--- config.mk ---
export PLATFORM = sky130hd
export DESIGN_NAME = clpc_top
export DESIGN_NICKNAME = d
export VERILOG_FILES = /design/src/design/clpc_pkg.sv /design/src/design/clpc_div.sv /design/src/design/clpc_wait.sv /design/src/design/clpc_top.sv
export SDC_FILE = /design/constraint.sdc
export NUM_CORES = 1
export LEC_CHECK = 0
export BUFFER_PORTS_ARGS = -buffer_cell sky130_fd_sc_hd__buf_2
export CAP_MARGIN = 40
export CORE_MARGIN = 3
export CORE_UTILIZATION = 25
export DETAILED_ROUTE_END_ITERATION = 12
export SLEW_MARGIN = 40
export SYNTH_ARGS = -nofsm -noshare
export SYNTH_HDL_FRONTEND = slang
export SYNTH_SLANG_ARGS = --single-unit
--- constraint.sdc ---
create_clock -name mclk -period 11.3 [get_ports mclk]
set_input_delay 1.695 -clock mclk [delete_from_list [all_inputs] [get_ports mclk]]
set_output_delay 1.695 -clock mclk [all_outputs]
set_load 0.05 [all_outputs]
--- src/design/clpc_pkg.sv ---
// Purpose: Constants for the clock and low-power control block
// Assumes: 100 MHz mclk, plain strobe register port
// Notes: Offsets are word indexes on the register port
// Function
// - PLL multiplier field bits 13:8 decodes eight codes to x8..x50.
// - Oscillator wait field decodes sixteen codes to 2..524288 cycles.
// - System, peripheral, bus and flash clock dividers are set independently.
// - Bus clock pin carries the clock or a static high.
// - Memory clock pin carries its clock or a static high.
// - Each peripheral module has its own clock stop bit.
// - Sleep, all-clock stop, software standby and deep standby are supported.
// - Three power control modes apply in run, sleep and all-clock stop.
// - Low-power mode is entered only by the wait instruction after setup.
// - Sleep and all-clock stop exit only on an interrupt, into its handler.
// - Sleep halts the processor, the system clock and the main watchdog; everything else keeps running.
// - All-clock stop halts processor, memories, DMA and peripherals; oscillators run.
// - Independent watchdog runs; main watchdog stops in both modes.
// - Eight-bit timers 0 and 1 keep counting in both modes.
// - USB runs in sleep, stops without retention in all-clock stop.
// - Second RAM bank runs in sleep, stops retained in all-clock stop.
// - Standby select bit zero gives sleep or all-clock stop, one gives standby.
// - Enable bit picks all-clock stop over sleep on the wait instruction.
package clpc_pkg;
	localparam logic [3:0] ADDR_PLL = 4'h0;
	localparam logic [3:0] ADDR_OSCW = 4'h1;
	localparam logic [3:0] ADDR_DIV = 4'h2;
	localparam logic [3:0] ADDR_PINS = 4'h3;
	localparam logic [3:0] ADDR_STOP = 4'h4;
	localparam logic [3:0] ADDR_SBY = 4'h5;
	localparam logic [3:0] ADDR_OPC = 4'h6;
	localparam logic [3:0] ADDR_STAT = 4'h7;
	localparam int PLL_LSB = 8;
	localparam logic [15:0] PLL_RST = 16'h0700;
	localparam logic [7:0] OSCW_RST = 8'h00;
	localparam logic [15:0] DIV_RST = 16'h0000;
	localparam logic [1:0] PINS_RST = 2'h0;
	localparam logic [31:0] STOP_RST = 32'hffff_ffff;
	localparam int SBY_STANDBY = 0;
	localparam int SBY_ALL_CLOCK_STOP_ENABLE = 1;
	localparam int SBY_DEEP = 2;
	localparam logic [2:0] OPC_HIGH = 3'h0;
	localparam logic [2:0] OPC_LOW1 = 3'h6;
	localparam logic [2:0] OPC_LOW2 = 3'h7;
	localparam int MODULES = 32;
	typedef enum logic [2:0] {CLPC_RUN, CLPC_SLEEP, CLPC_ALLSTOP, CLPC_STANDBY, CLPC_DEEP} clpc_mode_t;
endpackage : clpc_pkg

--- src/design/clpc_div.sv ---
// Purpose: Programmable clock-enable divider
// Assumes: Ratio is 2**sel[2:0] (sel bit 3 is ignored), sel 0 passes every cycle
// Notes: Output is a one-cycle enable pulse
`timescale 1ns/1ps
module clpc_div (
	input wire logic mclk,
	input wire logic rst,
	input wire logic [3:0] sel,
	output logic en
);
	logic [7:0] cnt_reg;
	logic [7:0] lim;
	wire hit = (cnt_reg >= lim);
	assign lim = 8'((9'h1 << sel[2:0]) - 9'h1);
	// Count up to the limit and pulse once per period
	always_ff @(posedge mclk or posedge rst) begin
		if (rst) begin
			cnt_reg <= 8'h00;
			en <= 1'b0;
		end else begin
			cnt_reg <= hit ? 8'h00 : cnt_reg + 8'h01;
			en <= hit;
		end
	end
endmodule : clpc_div

--- src/design/clpc_wait.sv ---
// Purpose: Oscillator wait-time counter
// Assumes: Code held stable while counting
// Notes: Codes above 0x0f are illegal and treated as the longest wait
`timescale 1ns/1ps
module clpc_wait (
	input wire logic mclk,
	input wire logic rst,
	input wire logic start,
	input wire logic [4:0] code,
	output logic done
);
	logic [19:0] cnt_reg;
	logic [19:0] target;
	logic busy_reg;
	// Wait table decode
	always_comb begin
		case (code)
			5'h00: target = 20'd2;
			5'h01: target = 20'd4;
			5'h02: target = 20'd8;
			5'h03: target = 20'd16;
			5'h04: target = 20'd32;
			5'h05: target = 20'd64;
			5'h06: target = 20'd512;
			5'h07: target = 20'd1024;
			5'h08: target = 20'd2048;
			5'h09: target = 20'd4096;
			5'h0a: target = 20'd16384;
			5'h0b: target = 20'd32768;
			5'h0c: target = 20'd65536;
			5'h0d: target = 20'd131072;
			5'h0e: target = 20'd262144;
			default: target = 20'd524288;
		endcase
	end
	// Done goes high after the selected number of cycles
	always_ff @(posedge mclk or posedge rst) begin
		if (rst) begin
			cnt_reg <= 20'h0;
			busy_reg <= 1'b0;
			done <= 1'b0;
		end else if (start) begin
			cnt_reg <= 20'h1;
			busy_reg <= 1'b1;
			done <= 1'b0;
		end else if (busy_reg) begin
			cnt_reg <= cnt_reg + 20'h1;
			if (cnt_reg == target) begin
				busy_reg <= 1'b0;
				done <= 1'b1;
			end
		end
	end
endmodule : clpc_wait

--- src/design/clpc_top.sv ---
// Purpose: Clock dividers, pin output control, module stop and low-power mode sequencing
// Assumes: wait_instr is a one-cycle pulse from the processor; irq_req is a level
// Notes: Gating outputs are enables, 1 means the unit is clocked
`timescale 1ns/1ps
module clpc_top (
	input wire logic mclk,
	input wire logic rst,
	input wire logic [3:0] addr,
	input wire logic [31:0] wdata,
	input wire logic wr_stb,
	input wire logic rd_stb,
	output logic [31:0] rdata,
	input wire logic wait_instr,
	input wire logic irq_req,
	input wire logic osc_restart,
	output logic system_clock_en,
	output logic peripheral_clock_b_en,
	output logic bus_clock_en,
	output logic flash_if_clock_en,
	output logic bclk_pin,
	output logic sync_memory_clock_pin,
	output logic [31:0] module_clk_en,
	output logic cpu_run,
	output logic cpu_irq_vector,
	output logic ram_en,
	output logic second_ram_bank_en,
	output logic dma_unit_en,
	output logic transfer_controller_en,
	output logic flash_en,
	output logic usb_en,
	output logic usb_reset,
	output logic main_watchdog_en,
	output logic independent_watchdog_en,
	output logic eight_bit_timer_en,
	output logic osc_pll_en,
	output logic io_hold,
	output logic irq_detect_en,
	output logic [2:0] power_mode,
	output logic [5:0] pll_mult,
	output logic osc_stable
);
	logic [15:0] pll_control_reg;
	logic [7:0] main_osc_wait_control_reg;
	logic [15:0] div_reg;
	logic [1:0] pins_reg;
	logic [31:0] stop_reg;
	logic [2:0] sby_reg;
	logic [2:0] opc_reg;
	logic [31:0] rdata_next;
	clpc_pkg::clpc_mode_t mode_reg;
	clpc_pkg::clpc_mode_t mode_next;
	logic en_i;
	logic en_p;
	logic en_b;
	logic en_f;
	logic bclk_tog_reg;
	logic sync_memory_clock_tog_reg;
	logic osc_done;
	logic [5:0] pll_multiplier_sel;
	logic [5:0] mult_dec;

	// Register writes
	wire wr_pll = wr_stb && (addr == clpc_pkg::ADDR_PLL);
	wire wr_oscw = wr_stb && (addr == clpc_pkg::ADDR_OSCW);
	wire wr_div = wr_stb && (addr == clpc_pkg::ADDR_DIV);
	wire wr_pins = wr_stb && (addr == clpc_pkg::ADDR_PINS);
	wire wr_stop = wr_stb && (addr == clpc_pkg::ADDR_STOP);
	wire wr_sby = wr_stb && (addr == clpc_pkg::ADDR_SBY);
	wire wr_opc = wr_stb && (addr == clpc_pkg::ADDR_OPC);
	wire [4:0] main_osc_wait_sel = main_osc_wait_control_reg[4:0];
	wire standby_select_bit = sby_reg[clpc_pkg::SBY_STANDBY];
	wire all_clock_stop_enable = sby_reg[clpc_pkg::SBY_ALL_CLOCK_STOP_ENABLE];
	wire in_sleep = (mode_reg == clpc_pkg::CLPC_SLEEP);
	wire in_allstop = (mode_reg == clpc_pkg::CLPC_ALLSTOP);
	wire in_stby = (mode_reg == clpc_pkg::CLPC_STANDBY) || (mode_reg == clpc_pkg::CLPC_DEEP);
	wire run = (mode_reg == clpc_pkg::CLPC_RUN);

	always_ff @(posedge mclk or posedge rst) begin
		if (rst) begin
			pll_control_reg <= clpc_pkg::PLL_RST;
			main_osc_wait_control_reg <= clpc_pkg::OSCW_RST;
			div_reg <= clpc_pkg::DIV_RST;
			pins_reg <= clpc_pkg::PINS_RST;
			stop_reg <= clpc_pkg::STOP_RST;
			sby_reg <= 3'h0;
			opc_reg <= clpc_pkg::OPC_HIGH;
		end else begin
			if (wr_pll)
				pll_control_reg <= wdata[15:0];
			if (wr_oscw)
				main_osc_wait_control_reg <= wdata[7:0];
			if (wr_div)
				div_reg <= wdata[15:0];
			if (wr_pins)
				pins_reg <= wdata[1:0];
			if (wr_stop)
				stop_reg <= wdata;
			if (wr_sby)
				sby_reg <= wdata[2:0];
			if (wr_opc && (wdata[2:0] == clpc_pkg::OPC_HIGH || wdata[2:0] == clpc_pkg::OPC_LOW1
				|| wdata[2:0] == clpc_pkg::OPC_LOW2))
				opc_reg <= wdata[2:0];
		end
	end

	// Read mux; unmapped addresses read zero
	always_comb begin
		if (addr == clpc_pkg::ADDR_PLL)
			rdata_next = {16'h0, pll_control_reg};
		else if (addr == clpc_pkg::ADDR_OSCW)
			rdata_next = {24'h0, main_osc_wait_control_reg};
		else if (addr == clpc_pkg::ADDR_DIV)
			rdata_next = {16'h0, div_reg};
		else if (addr == clpc_pkg::ADDR_PINS)
			rdata_next = {30'h0, pins_reg};
		else if (addr == clpc_pkg::ADDR_STOP)
			rdata_next = stop_reg;
		else if (addr == clpc_pkg::ADDR_SBY)
			rdata_next = {29'h0, sby_reg};
		else if (addr == clpc_pkg::ADDR_OPC)
			rdata_next = {29'h0, opc_reg};
		else if (addr == clpc_pkg::ADDR_STAT)
			rdata_next = {24'h0, osc_stable, 4'h0, 3'(mode_reg)};
		else
			rdata_next = 32'h0;
	end

	// Read data stands only in the cycle after the strobe
	always_ff @(posedge mclk or posedge rst) begin
		if (rst)
			rdata <= 32'h0;
		else
			rdata <= rd_stb ? rdata_next : 32'h0;
	end

	// Four independent divider chains, one nibble each
	clpc_div u_div_i (.mclk(mclk), .rst(rst), .sel(div_reg[3:0]), .en(en_i));
	clpc_div u_div_p (.mclk(mclk), .rst(rst), .sel(div_reg[7:4]), .en(en_p));
	clpc_div u_div_b (.mclk(mclk), .rst(rst), .sel(div_reg[11:8]), .en(en_b));
	clpc_div u_div_f (.mclk(mclk), .rst(rst), .sel(div_reg[15:12]), .en(en_f));

	// Oscillator wait restarts on a new code or an external restart
	clpc_wait u_wait (.mclk(mclk), .rst(rst), .start(wr_oscw || osc_restart), .code(main_osc_wait_sel),
		.done(osc_done));

	// Multiplier decode; illegal codes give zero
	assign pll_multiplier_sel = pll_control_reg[clpc_pkg::PLL_LSB +: 6];
	always_comb begin
		case (pll_multiplier_sel)
			6'h07: mult_dec = 6'd8;
			6'h08: mult_dec = 6'd10;
			6'h0b: mult_dec = 6'd12;
			6'h0f: mult_dec = 6'd16;
			6'h13: mult_dec = 6'd20;
			6'h17: mult_dec = 6'd24;
			6'h18: mult_dec = 6'd25;
			6'h31: mult_dec = 6'd50;
			default: mult_dec = 6'd0;
		endcase
	end

	// Mode sequencer: entry only on the wait instruction, exit only on interrupt
	always_comb begin
		mode_next = mode_reg;
		case (mode_reg)
			clpc_pkg::CLPC_RUN: begin
				if (wait_instr) begin
					if (standby_select_bit)
						mode_next = sby_reg[clpc_pkg::SBY_DEEP] ? clpc_pkg::CLPC_DEEP : clpc_pkg::CLPC_STANDBY;
					else if (all_clock_stop_enable)
						mode_next = clpc_pkg::CLPC_ALLSTOP;
					else
						mode_next = clpc_pkg::CLPC_SLEEP;
				end
			end
			default: begin
				if (irq_req)
					mode_next = clpc_pkg::CLPC_RUN;
			end
		endcase
	end

	always_ff @(posedge mclk or posedge rst) begin
		if (rst)
			mode_reg <= clpc_pkg::CLPC_RUN;
		else
			mode_reg <= mode_next;
	end

	// Registered clock enables and pin drives; pins toggle once per bus enable, giving a clock at half that rate
	always_ff @(posedge mclk or posedge rst) begin
		if (rst) begin
			system_clock_en <= 1'b0;
			peripheral_clock_b_en <= 1'b0;
			bus_clock_en <= 1'b0;
			flash_if_clock_en <= 1'b0;
			bclk_tog_reg <= 1'b0;
			sync_memory_clock_tog_reg <= 1'b0;
			bclk_pin <= 1'b1;
			sync_memory_clock_pin <= 1'b1;
			module_clk_en <= 32'h0;
		end else begin
			system_clock_en <= en_i && run;
			peripheral_clock_b_en <= en_p && (run || in_sleep);
			bus_clock_en <= en_b && (run || in_sleep);
			flash_if_clock_en <= en_f && (run || in_sleep);
			if (en_b)
				bclk_tog_reg <= ~bclk_tog_reg;
			if (en_b)
				sync_memory_clock_tog_reg <= ~sync_memory_clock_tog_reg;
			bclk_pin <= pins_reg[0] ? bclk_tog_reg : 1'b1;
			sync_memory_clock_pin <= pins_reg[1] ? sync_memory_clock_tog_reg : 1'b1;
			module_clk_en <= (run || in_sleep) ? ~stop_reg : 32'h0;
		end
	end

	// Per-unit states for each mode
	always_ff @(posedge mclk or posedge rst) begin
		if (rst) begin
			cpu_run <= 1'b0;
			cpu_irq_vector <= 1'b0;
			ram_en <= 1'b0;
			second_ram_bank_en <= 1'b0;
			dma_unit_en <= 1'b0;
			transfer_controller_en <= 1'b0;
			flash_en <= 1'b0;
			usb_en <= 1'b0;
			usb_reset <= 1'b0;
			main_watchdog_en <= 1'b0;
			independent_watchdog_en <= 1'b0;
			eight_bit_timer_en <= 1'b0;
			osc_pll_en <= 1'b0;
			io_hold <= 1'b0;
			irq_detect_en <= 1'b0;
			power_mode <= clpc_pkg::OPC_HIGH;
			pll_mult <= 6'h0;
			osc_stable <= 1'b0;
		end else begin
			cpu_run <= run;
			cpu_irq_vector <= !run && irq_req;
			ram_en <= run || in_sleep;
			second_ram_bank_en <= run || in_sleep;
			dma_unit_en <= run || in_sleep;
			transfer_controller_en <= run || in_sleep;
			flash_en <= run || in_sleep;
			usb_en <= run || in_sleep;
			usb_reset <= in_allstop;
			main_watchdog_en <= run;
			independent_watchdog_en <= (mode_reg != clpc_pkg::CLPC_DEEP);
			eight_bit_timer_en <= run || in_sleep || in_allstop;
			osc_pll_en <= !in_stby;
			io_hold <= in_allstop || in_stby;
			irq_detect_en <= 1'b1;
			power_mode <= opc_reg;
			pll_mult <= mult_dec;
			if (osc_restart)
				osc_stable <= 1'b0;
			else if (osc_done)
				osc_stable <= 1'b1;
		end
	end

	a_sleep_entry: assert property (@(posedge mclk) disable iff (rst)
		(run && wait_instr && !standby_select_bit && !all_clock_stop_enable) |=> in_sleep)
		else $error("Sleep not entered");
	a_allstop_entry: assert property (@(posedge mclk) disable iff (rst)
		(run && wait_instr && !standby_select_bit && all_clock_stop_enable) |=> in_allstop)
		else $error("All-clock stop not entered");
	a_standby_entry: assert property (@(posedge mclk) disable iff (rst)
		(run && wait_instr && standby_select_bit) |=> in_stby)
		else $error("Standby not entered");
	a_no_spurious: assert property (@(posedge mclk) disable iff (rst)
		(run && !wait_instr) |=> run)
		else $error("Mode left without wait");
	a_irq_exit: assert property (@(posedge mclk) disable iff (rst)
		((in_sleep || in_allstop) && irq_req) |=> run ##1 cpu_run)
		else $error("Interrupt did not wake");
	a_irq_vector: assert property (@(posedge mclk) disable iff (rst)
		(!run && irq_req) |=> cpu_irq_vector)
		else $error("Wake-up did not enter handler");
	a_cpu_halt: assert property (@(posedge mclk) disable iff (rst)
		in_sleep |=> !cpu_run && usb_en && second_ram_bank_en)
		else $error("Sleep unit states wrong");
	a_allstop_units: assert property (@(posedge mclk) disable iff (rst)
		in_allstop |=> !ram_en && !dma_unit_en && osc_pll_en && eight_bit_timer_en && !usb_en)
		else $error("All-clock stop unit states wrong");
	a_watchdogs: assert property (@(posedge mclk) disable iff (rst)
		(in_sleep || in_allstop) |=> !main_watchdog_en && independent_watchdog_en)
		else $error("Watchdog states wrong");
	a_bclk_high: assert property (@(posedge mclk) disable iff (rst)
		!pins_reg[0] ##1 !pins_reg[0] |-> bclk_pin)
		else $error("Bus clock pin not high");
	a_sync_memory_clock_high: assert property (@(posedge mclk) disable iff (rst)
		!pins_reg[1] ##1 !pins_reg[1] |-> sync_memory_clock_pin)
		else $error("Memory clock pin not high");
	a_module_stop: assert property (@(posedge mclk) disable iff (rst)
		run |=> (module_clk_en == ~$past(stop_reg)))
		else $error("Module clock enables wrong");
	a_power_legal: assert property (@(posedge mclk) disable iff (rst)
		(power_mode == clpc_pkg::OPC_HIGH) || (power_mode == clpc_pkg::OPC_LOW1) || (power_mode == clpc_pkg::OPC_LOW2))
		else $error("Power mode code illegal");
	a_mult_x50: assert property (@(posedge mclk) disable iff (rst)
		(pll_multiplier_sel == 6'h31) |=> pll_mult == 6'd50)
		else $error("Multiplier decode wrong");
endmodule : clpc_top

==> results.json, run 1 <==
{
  "status": "completed",
  "nets": 1079,
  "netlist_instances": 870,
  "fp.dieH_um": 209,
  "die_area_um2": 43900,
  "cp-start-kind": "input pin",
  "worst_pin_slew_ns": 0.782,
  "synth_seq_cells": 232,
  "drtIter0Drc": 472,
  "cts_tree": "done",
  "vias": 7153,
  "grt_pass1_wl_um": 40800,
  "via_per_inst": 4.63,
  "synth_cell_type_count": 66,
  "gp_congestion": 0.824,
  "worstReg2RegStart": "div_reg[1]$_DFFE_PP0P_",
  "final_core_util_pct": 31.0,
  "ys_seq_area_share_pct": 56.5,
  "cap_violations": 0,
  "layout_commonest_cell": "dfrtp_1",
  "synth_edf_count": 0,
  "ctsResizeCount": 0,
  "grt_overflow_total": 0,
  "syn_area_um2": 10400,
  "cts_max_level": 1,
  "leakagePower_nw": 5.83,
  "slew_viol_final": 0,
  "fin_ws_ns": 7.81,
  "design.core.area_um2": 40300,
  "final_antenna_net_count": 0,
  "period_share_pct": 30.9,
  "post-route-min-period_ns": 3.49,
  "grt_antenna_before_repair": 7,
  "port_buffers": 137,
  "finalHoldViolations": 0,
  "final_cell_mix": "dfrtp_1 (195), buf_2 (137), mux2_2 (82), nor2_1 (77), a21oi_1 (48)",
  "fmax_mhz": 286,
  "critPathLaunch": "addr[1]",
  "critical_path_class": "in2reg",
  "end_kind": "flip-flop",
  "arrival_ns": 3.95,
  "fin_skew_ns": 0.0274,
  "path_clk_slew_ns": 0.06,
  "max-vdd-ir-drop_v": 0.000117,
  "synthToLayoutAreaGrowth_pct": 20.7,
  "dp_hpwl_um": 17400,
  "numCtsBuffers": 26,
  "cts_setup_buffers": 0,
  "powerDensity_nw_per_um2": 248,
  "holdCritPathClass": "reg2reg",
  "grt_pass1_vias": 7065,
  "async_flop_share_pct": 100,
  "avgSynthCellArea_um2": 11.9,
  "slew_headroom_pct": 47.9,
  "cp_max_fo": 21,
  "pin_count": 138,
  "reg2reg_slack_ns": 9.06,
  "first_pass_iters": 7,
  "grt_util_all_layers_pct": 11.4,
  "pre_cts_ws_ns": 7.27,
  "required_ns": 11.75,
  "grt_max_degree": 85,
  "die_x_um": 209,
  "core.rowCount": 73,
  "placed_cell_area_um2": 11500,
  "start_util_pct": 25.7,
  "ctsHoldBuffers": 0,
  "yosysWarnings": 0,
  "final_area_um2": 12500,
  "drive_above_1_share_pct": 31.3,
  "min_from": "opc_reg[1]$_DFFE_PP0P_",
  "routed_wl_um": 25600,
  "rsz0062_at_grt": "false",
  "clock_sinks": 232,
  "worstSkewPairLatency_ns": 0.55,
  "synthFlopType": "dfrtp_1",
  "drcViolationCount": 0,
  "tns_ns": 0,
  "fill_cells": 4074,
  "cts-root-buf": "clkbuf_16",
  "setup_viol": 0,
  "wl_per_cell_um": 16.6,
  "clock_path_buffers": 3
}
cells in the mapped netlist (6+ instances only):
| cell type | count | share of area [%] |
|---|---|---|
| buf_4 | 6 | 0.44 |
| nor2_1 | 78 | 2.8 |
| o21ai_1 | 6 | 0.29 |
| nor3_1 | 7 | 0.34 |
| nand3_1 | 35 | 1.7 |
| inv_1 | 25 | 0.91 |
| and3_1 | 27 | 1.6 |
| and2_1 | 12 | 0.73 |
| a21o_1 | 7 | 0.51 |
| ha_1 | 37 | 4.5 |
| a21oi_1 | 48 | 2.3 |
| a22oi_1 | 7 | 0.51 |
| a21boi_0 | 7 | 0.51 |
| buf_2 | 16 | 0.77 |
| nand2b_1 | 13 | 0.79 |
| a222oi_1 | 11 | 1.1 |
| or3_1 | 8 | 0.48 |
| dfrtp_1 | 195 | 47 |
| nand2_1 | 28 | 1.0 |
| xnor2_1 | 13 | 1.1 |
| nor2b_1 | 21 | 1.3 |
| nand4_1 | 6 | 0.36 |
| o21ai_0 | 16 | 0.77 |
| xor2_1 | 31 | 2.6 |
| mux2_2 | 82 | 8.9 |
| dfstp_2 | 37 | 9.4 |
| mux2i_1 | 9 | 0.87 |
| clkbuf_1 | 18 | 0.65 |
critical path: stages:
cell and delay, ns:
buf_2 0.20, nor3_2 0.61, a21o_1 0.70, o32ai_1 0.18, or4_1 0.43, o21ai_1 0.12
kinds of logic after synthesis:
kind of cell               Yosys count  synth area share [%]
buffers and inverters               69                  3.06
and+or+nand+nor                    263                  13.5
other                                1                0.0362
AOI/OAI and AO/OA                  130                  8.33
adders and majority gates           37                  4.47
muxes                               94                  10.3
xor gates and xnor gates            44                  3.72
DFF                                232                  56.5
layout make-up:
class | instances | area (um^2) | share of cell area, %
Sequential cell | 232 | 5850 | 46.8
Multi-Input combinational cell | 573 | 4220 | 33.8
Timing Repair Buffer | 141 | 723 | 5.79
Clock buffer | 32 | 693 | 5.55
Tap cell | 525 | 657 | 5.26
Clock inverter | 16 | 241 | 1.93
Inverter | 25 | 101 | 0.811
Antenna cell | 1 | 2.50 | 0.0200
layer usage:
metal,up-vias,track usage [%],routed length (um)
met3,53,2.54,1500
li1,3351,-,-
met2,159,17.7,11400
met5,-,0,48
met1,3582,16.0,11900
met4,8,3.72,785
per-stage QoR:
step,total power [mW],hold WS [ns],cells
global route,3.28,0.421,1544
finish,3.10,0.421,1545
CTS,3.14,0.416,1544
global placement,2.19,0.392,1496
detailed placement,2.21,0.402,1496
floorplan,1.95,0.364,874
power by group:
part | switching, mW | internal [mW] | total [mW]
registers | 0.169 | 1.06 | 1.22
logic | 0.669 | 0.295 | 0.964
clock network | 0.354 | 0.554 | 0.908
final timing paths:
| kind | endpoint | cells after the start |
|---|---|---|
| worst max-delay path | u_wait.done$_DFFE_PP0P_ | 6 |
| max in group asynchronous | u_wait.cnt_reg[11]$_DFFE_PP0P_ | 3 |
| worst max register to register | u_div_i.cnt_reg[1]$_DFF_PP0_ | 7 |
| worst min register to register | power_mode[1]$_DFF_PP0_ | 0 |
| min in group asynchronous | rdata[26]$_DFF_PP0_ | 2 |
| worst min-delay path | power_mode[1]$_DFF_PP0_ | 0 |
No activity file was read; power rests on OpenSTA's default activity.
==> run 2: changes to the inputs <==
==> constraint.sdc (replaced) <==
create_clock -name mclk -period 2.9 [get_ports mclk]
set_input_delay 0.435 -clock mclk [delete_from_list [all_inputs] [get_ports mclk]]
set_output_delay 0.435 -clock mclk [all_outputs]
set_load 0.05 [all_outputs]
==> run 2 against run 1 <==
Against the previous run:
- utilization rose by 0.11 points
- critical endpoint is now u_div_p.cnt_reg[1]$_DFF_PP0_
- largest power group unchanged
- largest cell class unchanged
- worst setup slack got worse by 7.1 ns
- hold slack got worse by 0.32 ns
- non-clock buffer count rose by 8
- design area rose by 0.36%
- sequential share of layout area fell by 0.17 points
- power rose to 3.8 times the previous value
- combinational power rose to 3.9 times the previous value
==> results.json, run 2 (synthesis results as in run 1) <==
{
  "status": "completed",
  "clock_path_buffers": 3,
  "setup_viol": 0,
  "holdCritPathClass": "in2reg",
  "slew_headroom_pct": 41.8,
  "final_area_um2": 12500,
  "pin_count": 138,
  "fmax_mhz": 451,
  "final_cells": 1553,
  "grt_pass1_wl_um": 41200,
  "arrival_ns": 2.57,
  "p_switching_mw": 4.59,
  "fin_skew_ns": 0.0141,
  "cts_setup_buffers": 0,
  "cp_max_fo": 9,
  "grt_overflow_total": 0,
  "numCtsBuffers": 26,
  "routed_wl_um": 25900,
  "nets": 1087,
  "wl_per_cell_um": 16.7,
  "p_clk_share_pct": 28.1,
  "final_cell_mix": "dfrtp_1 (195), buf_2 (137), mux2_2 (82), nor2_1 (78), a21oi_1 (48)",
  "core.rowCount": 73,
  "worst_pin_slew_ns": 0.851,
  "path_clk_slew_ns": 0.06,
  "layout_commonest_cell": "dfrtp_1",
  "cts_tree": "done",
  "powerDensity_nw_per_um2": 948,
  "port_buffers": 137,
  "via_per_inst": 4.58,
  "grt_antenna_before_repair": 8,
  "slew_viol_final": 0,
  "post-route-min-period_ns": 2.22,
  "cts_max_level": 1,
  "first_pass_iters": 6,
  "tns_ns": 0,
  "grt_pass1_vias": 7253,
  "leakagePower_nw": 5.84,
  "grt_util_all_layers_pct": 11.6,
  "p_comb_share_pct": 31.7,
  "rsz0062_at_grt": "false",
  "clock_sinks": 232,
  "design.core.area_um2": 40300,
  "synthToLayoutAreaGrowth_pct": 21.1,
  "max-vdd-ir-drop_v": 0.000433,
  "end_kind": "flip-flop",
  "start_util_pct": 25.7,
  "dp_hpwl_um": 17900,
  "hold_slack_ns": 0.0967,
  "drtIter0Drc": 391,
  "period_share_pct": 76.5,
  "p_sw_share_pct": 38.6,
  "cp-start-kind": "flip-flop",
  "critical_path_class": "reg2reg",
  "die_area_um2": 43900,
  "fp.dieH_um": 209,
  "gp_congestion": 0.805,
  "grt_max_degree": 81,
  "drive_above_1_share_pct": 31.5,
  "die_x_um": 209,
  "drcViolationCount": 0,
  "final_antenna_net_count": 0,
  "internal_power_mw": 7.30,
  "pwr-share-seq_pct": 40.2,
  "cap_violations": 0,
  "cts-root-buf": "clkbuf_16",
  "power_mw": 11.9,
  "placed_cell_area_um2": 11600,
  "required_ns": 3.26,
  "vias": 7112,
  "dp_cells": 1503,
  "finalHoldViolations": 0,
  "worstSkewPairLatency_ns": 0.53
}
run 2: cell types whose count changed in the layout (fill, tap and decap cells not counted), sizes merged:
| cell | before | now |
|---|---|---|
| clkbuf | 32 | 35 |
| buf | 141 | 148 |
| dlygate4sd3 | 0 | 1 |
| clkinv | 8 | 6 |
| clkinvlp | 3 | 4 |
| inv | 25 | 24 |
| bufinv | 5 | 3 |
| diode | 1 | 2 |
run 2: area by class of cell:
cell class | count | area, um^2
Fill cell | 4049 | 27700
Sequential cell | 232 | 5850
Multi-Input combinational cell | 573 | 4210
Timing Repair Buffer | 149 | 828
Clock buffer | 35 | 724
Tap cell | 525 | 657
Clock inverter | 12 | 158
Inverter | 25 | 97.6
Antenna cell | 2 | 5.00
run 2: power groups by stage:
stage / clock network [mW] / registers, mW / logic (mW)
floorplan: 0 / 5.73 / 1.88
global route: 3.58 / 4.89 / 4.13
CTS: 3.45 / 4.78 / 3.82
finish: 3.34 / 4.77 / 3.77
detailed placement: 0 / 4.83 / 3.80
global placement: 0 / 4.81 / 3.76
run 2: final timing paths:
kind / start / end / slack [ns] / depth (start not counted)
worst min register to register: opc_reg[1]$_DFFE_PP0P_ / power_mode[1]$_DFF_PP0_ / 0.40 / 0
worst max-delay path: div_reg[5]$_DFFE_PP0P_ / u_div_p.cnt_reg[1]$_DFF_PP0_ / 0.68 / 7
max in group asynchronous: rst / stop_reg[12]$_DFFE_PP1P_ / 1.51 / 4
min in group asynchronous: rst / module_clk_en[31]$_DFF_PP0_ / 0.54 / 3
worst min-delay path: osc_restart / osc_stable$_DFFE_PP0P_ / 0.1 / 2
worst max register to register: div_reg[5]$_DFFE_PP0P_ / u_div_p.cnt_reg[1]$_DFF_PP0_ / 0.68 / 7
run 2: metrics by stage:
stage | setup WS (ns) | util, %
after detailed placement | 0.714 | 28.9
final | 0.681 | 31.1
after CTS | 0.688 | 31.1
after global placement | 0.757 | 28.9
after floorplan | -0.541 | -
after global routing | 0.348 | 31.1
run 2: per-layer routing:
metal / GRT usage, % / share of wire (%) / vias to the layer above
li1: - / - / 3355
met1: 15.9 / 46 / 3536
met2: 18.6 / 46 / 175
met3: 2.60 / 6.2 / 40
met4: 2.70 / 1.8 / 6
met5: 0 / 0.17 / -
run 2: worst max-delay path, cell delays in order, from the launching register on:
cell and delay, ns:
dfrtp_1 0.45, or3_1 0.38, ha_1 0.27, nand2b_1 0.09, a21o_1 0.11, a21oi_1 0.06, o21ai_1 0.51, a21boi_0 0.19
run 2: timing repair:
item,4_1_cts,5_1_grt
hold buffers,1,0
endpoints found under the hold margin,15,0
resized for setup,0,0
==> run 3: changes to the inputs <==
==> constraint.sdc (replaced) <==
create_clock -name mclk -period 2 [get_ports mclk]
set_input_delay 0.3 -clock mclk [delete_from_list [all_inputs] [get_ports mclk]]
set_output_delay 0.3 -clock mclk [all_outputs]
set_load 0.05 [all_outputs]
==> run 3 against run 2 <==
Against the previous run:
- register-to-register slack got worse by 0.70 ns
- the run now ends with negative setup slack left
- critical path type unchanged
- clock power is 54% higher
- worst setup slack got worse by 0.70 ns
- sequential power grew 44%
==> results.json, run 3 (synthesis results as in run 1) <==
{
  "status": "finished with violations",
  "violations": "negative setup slack",
  "setup_viol": 2,
  "leakagePower_nw": 6.32,
  "required_ns": 2.43,
  "start_util_pct": 25.7,
  "final_cell_mix": "dfrtp_1 (187), buf_2 (137), mux2_2 (82), nor2_1 (78), buf_4 (71)",
  "critical_path_class": "reg2reg",
  "final_area_um2": 13400,
  "hold_slack_ns": 0.0293,
  "die_area_um2": 43900,
  "grt_util_all_layers_pct": 12.0,
  "path_clk_slew_ns": 0.06,
  "layout_commonest_cell": "dfrtp_1",
  "placed_cell_area_um2": 12100,
  "grt_overflow_total": 0,
  "clock_sinks": 232,
  "cp-start-kind": "flip-flop",
  "powerDensity_nw_per_um2": 1360,
  "tns_ns": -0.0271,
  "cts-root-buf": "clkbuf_16",
  "fmax_mhz": 495,
  "dp_hpwl_um": 18500,
  "grt_antenna_before_repair": 4,
  "cp_max_fo": 6,
  "vias": 7507,
  "fin_ws_ns": -0.0222,
  "end_kind": "flip-flop",
  "fp.dieH_um": 209,
  "gp_congestion": 0.830,
  "pin_count": 138,
  "grt_pass1_vias": 7664,
  "p_sw_share_pct": 38.1,
  "arrival_ns": 2.45,
  "drcViolationCount": 0,
  "via_per_inst": 4.57,
  "p_switching_mw": 6.95,
  "port_buffers": 137,
  "pre_cts_ws_ns": -0.164,
  "nets": 1175,
  "post-route-min-period_ns": 2.02,
  "clock_path_buffers": 3,
  "drtIter0Drc": 507,
  "design.core.area_um2": 40300,
  "p_comb_share_pct": 34.3,
  "p_clk_share_pct": 28.2,
  "rsz0062_at_grt": "true",
  "first_pass_iters": 5,
  "final_antenna_net_count": 0,
  "core.rowCount": 73,
  "pwr-share-seq_pct": 37.6,
  "wl_per_cell_um": 16.2,
  "grt_pass1_wl_um": 42600,
  "slew_viol_final": 0,
  "grt_max_degree": 85,
  "worstSkewPairLatency_ns": 0.54,
  "period_share_pct": 101,
  "holdCritPathClass": "in2reg",
  "cap_violations": 0,
  "max-vdd-ir-drop_v": 0.000747,
  "routed_wl_um": 26500,
  "synthToLayoutAreaGrowth_pct": 29.7,
  "numCtsBuffers": 27,
  "internal_power_mw": 11.3,
  "fin_skew_ns": 0.0136,
  "drive_above_1_share_pct": 37.4,
  "finalHoldViolations": 0,
  "cts_max_level": 1,
  "cts_tree": "done",
  "power_mw": 18.2,
  "die_x_um": 209
}
## run 3: cell type report
class	instances	area, um^2
inverters	25	97.6
well taps	525	657
flip-flops and latches	232	5860
multi-input cells	574	4330
repair buffers	235	1540
clock buffers	37	753
fillers	4028	26900
diodes	1	2.50
clock inverters	12	176
## run 3: worst paths after layout
check | startpoint | to | slack (ns) | cells after the start
setup / recovery | div_reg[13]$_DFFE_PP0P_ | u_div_f.en$_DFF_PP0_ | -0.02 | 7
max in group asynchronous | rst | sync_memory_clock_pin$_DFF_PP1_ | 0.93 | 5
hold reg to reg | opc_reg[1]$_DFFE_PP0P_ | power_mode[1]$_DFF_PP0_ | 0.41 | 0
hold / removal | wdata[19] | stop_reg[19]$_DFFE_PP1P_ | 0.03 | 2
min in group asynchronous | rst | module_clk_en[28]$_DFF_PP0_ | 0.31 | 3
setup reg to reg | div_reg[13]$_DFFE_PP0P_ | u_div_f.en$_DFF_PP0_ | -0.02 | 7
## run 3: metrics by stage
step | instances | utilization, %
6_report | 1641 | 33.3
3_3_place_gp | 1563 | 30.1
5_1_grt | 1640 | 33.3
2_1_floorplan | 874 | -
4_1_cts | 1632 | 32.9
3_5_place_dp | 1563 | 30.1
## run 3: repair_timing
item                                    in CTS  in global routing
hold buffers                                20                  0
pin swaps                                    0                  8
buffers inserted                             0                  7
hold endpoints to repair                    32                  0
endpoints found under the setup margin      36                 38
resized for setup                            8                 31
cloned                                       0                  1
## run 3: metal layers
layer / track usage [%] / share of wire (%) / vias to the layer above / routed length [um]
met5: 0 / 0 / - / 0
met4: 3.33 / 2.7 / 0 / 712
met3: 2.02 / 4.2 / 45 / 1130
met2: 18.8 / 46 / 166 / 12100
met1: 17.1 / 47 / 3759 / 12600
li1: - / - / 3537 / -
## run 3: power groups by stage
stage                     Sequential, mW  Combinational, mW  Clock (mW)
after global placement              6.89               5.78           0
final                               6.85               6.24        5.13
after floorplan                     8.31               2.72           0
after CTS                           6.86               6.00        5.30
after detailed placement            6.93               5.88           0
after global routing                7.02               6.78        5.51
## run 3: worst max-delay path: stages, from the launching register on
cell and delay (ns):
dfrtp_1 0.42, or3_1 0.37, ha_1 0.28, nand2b_4 0.14, a21o_1 0.19, a21oi_2 0.21, o21ai_2 0.14, and2_1 0.16
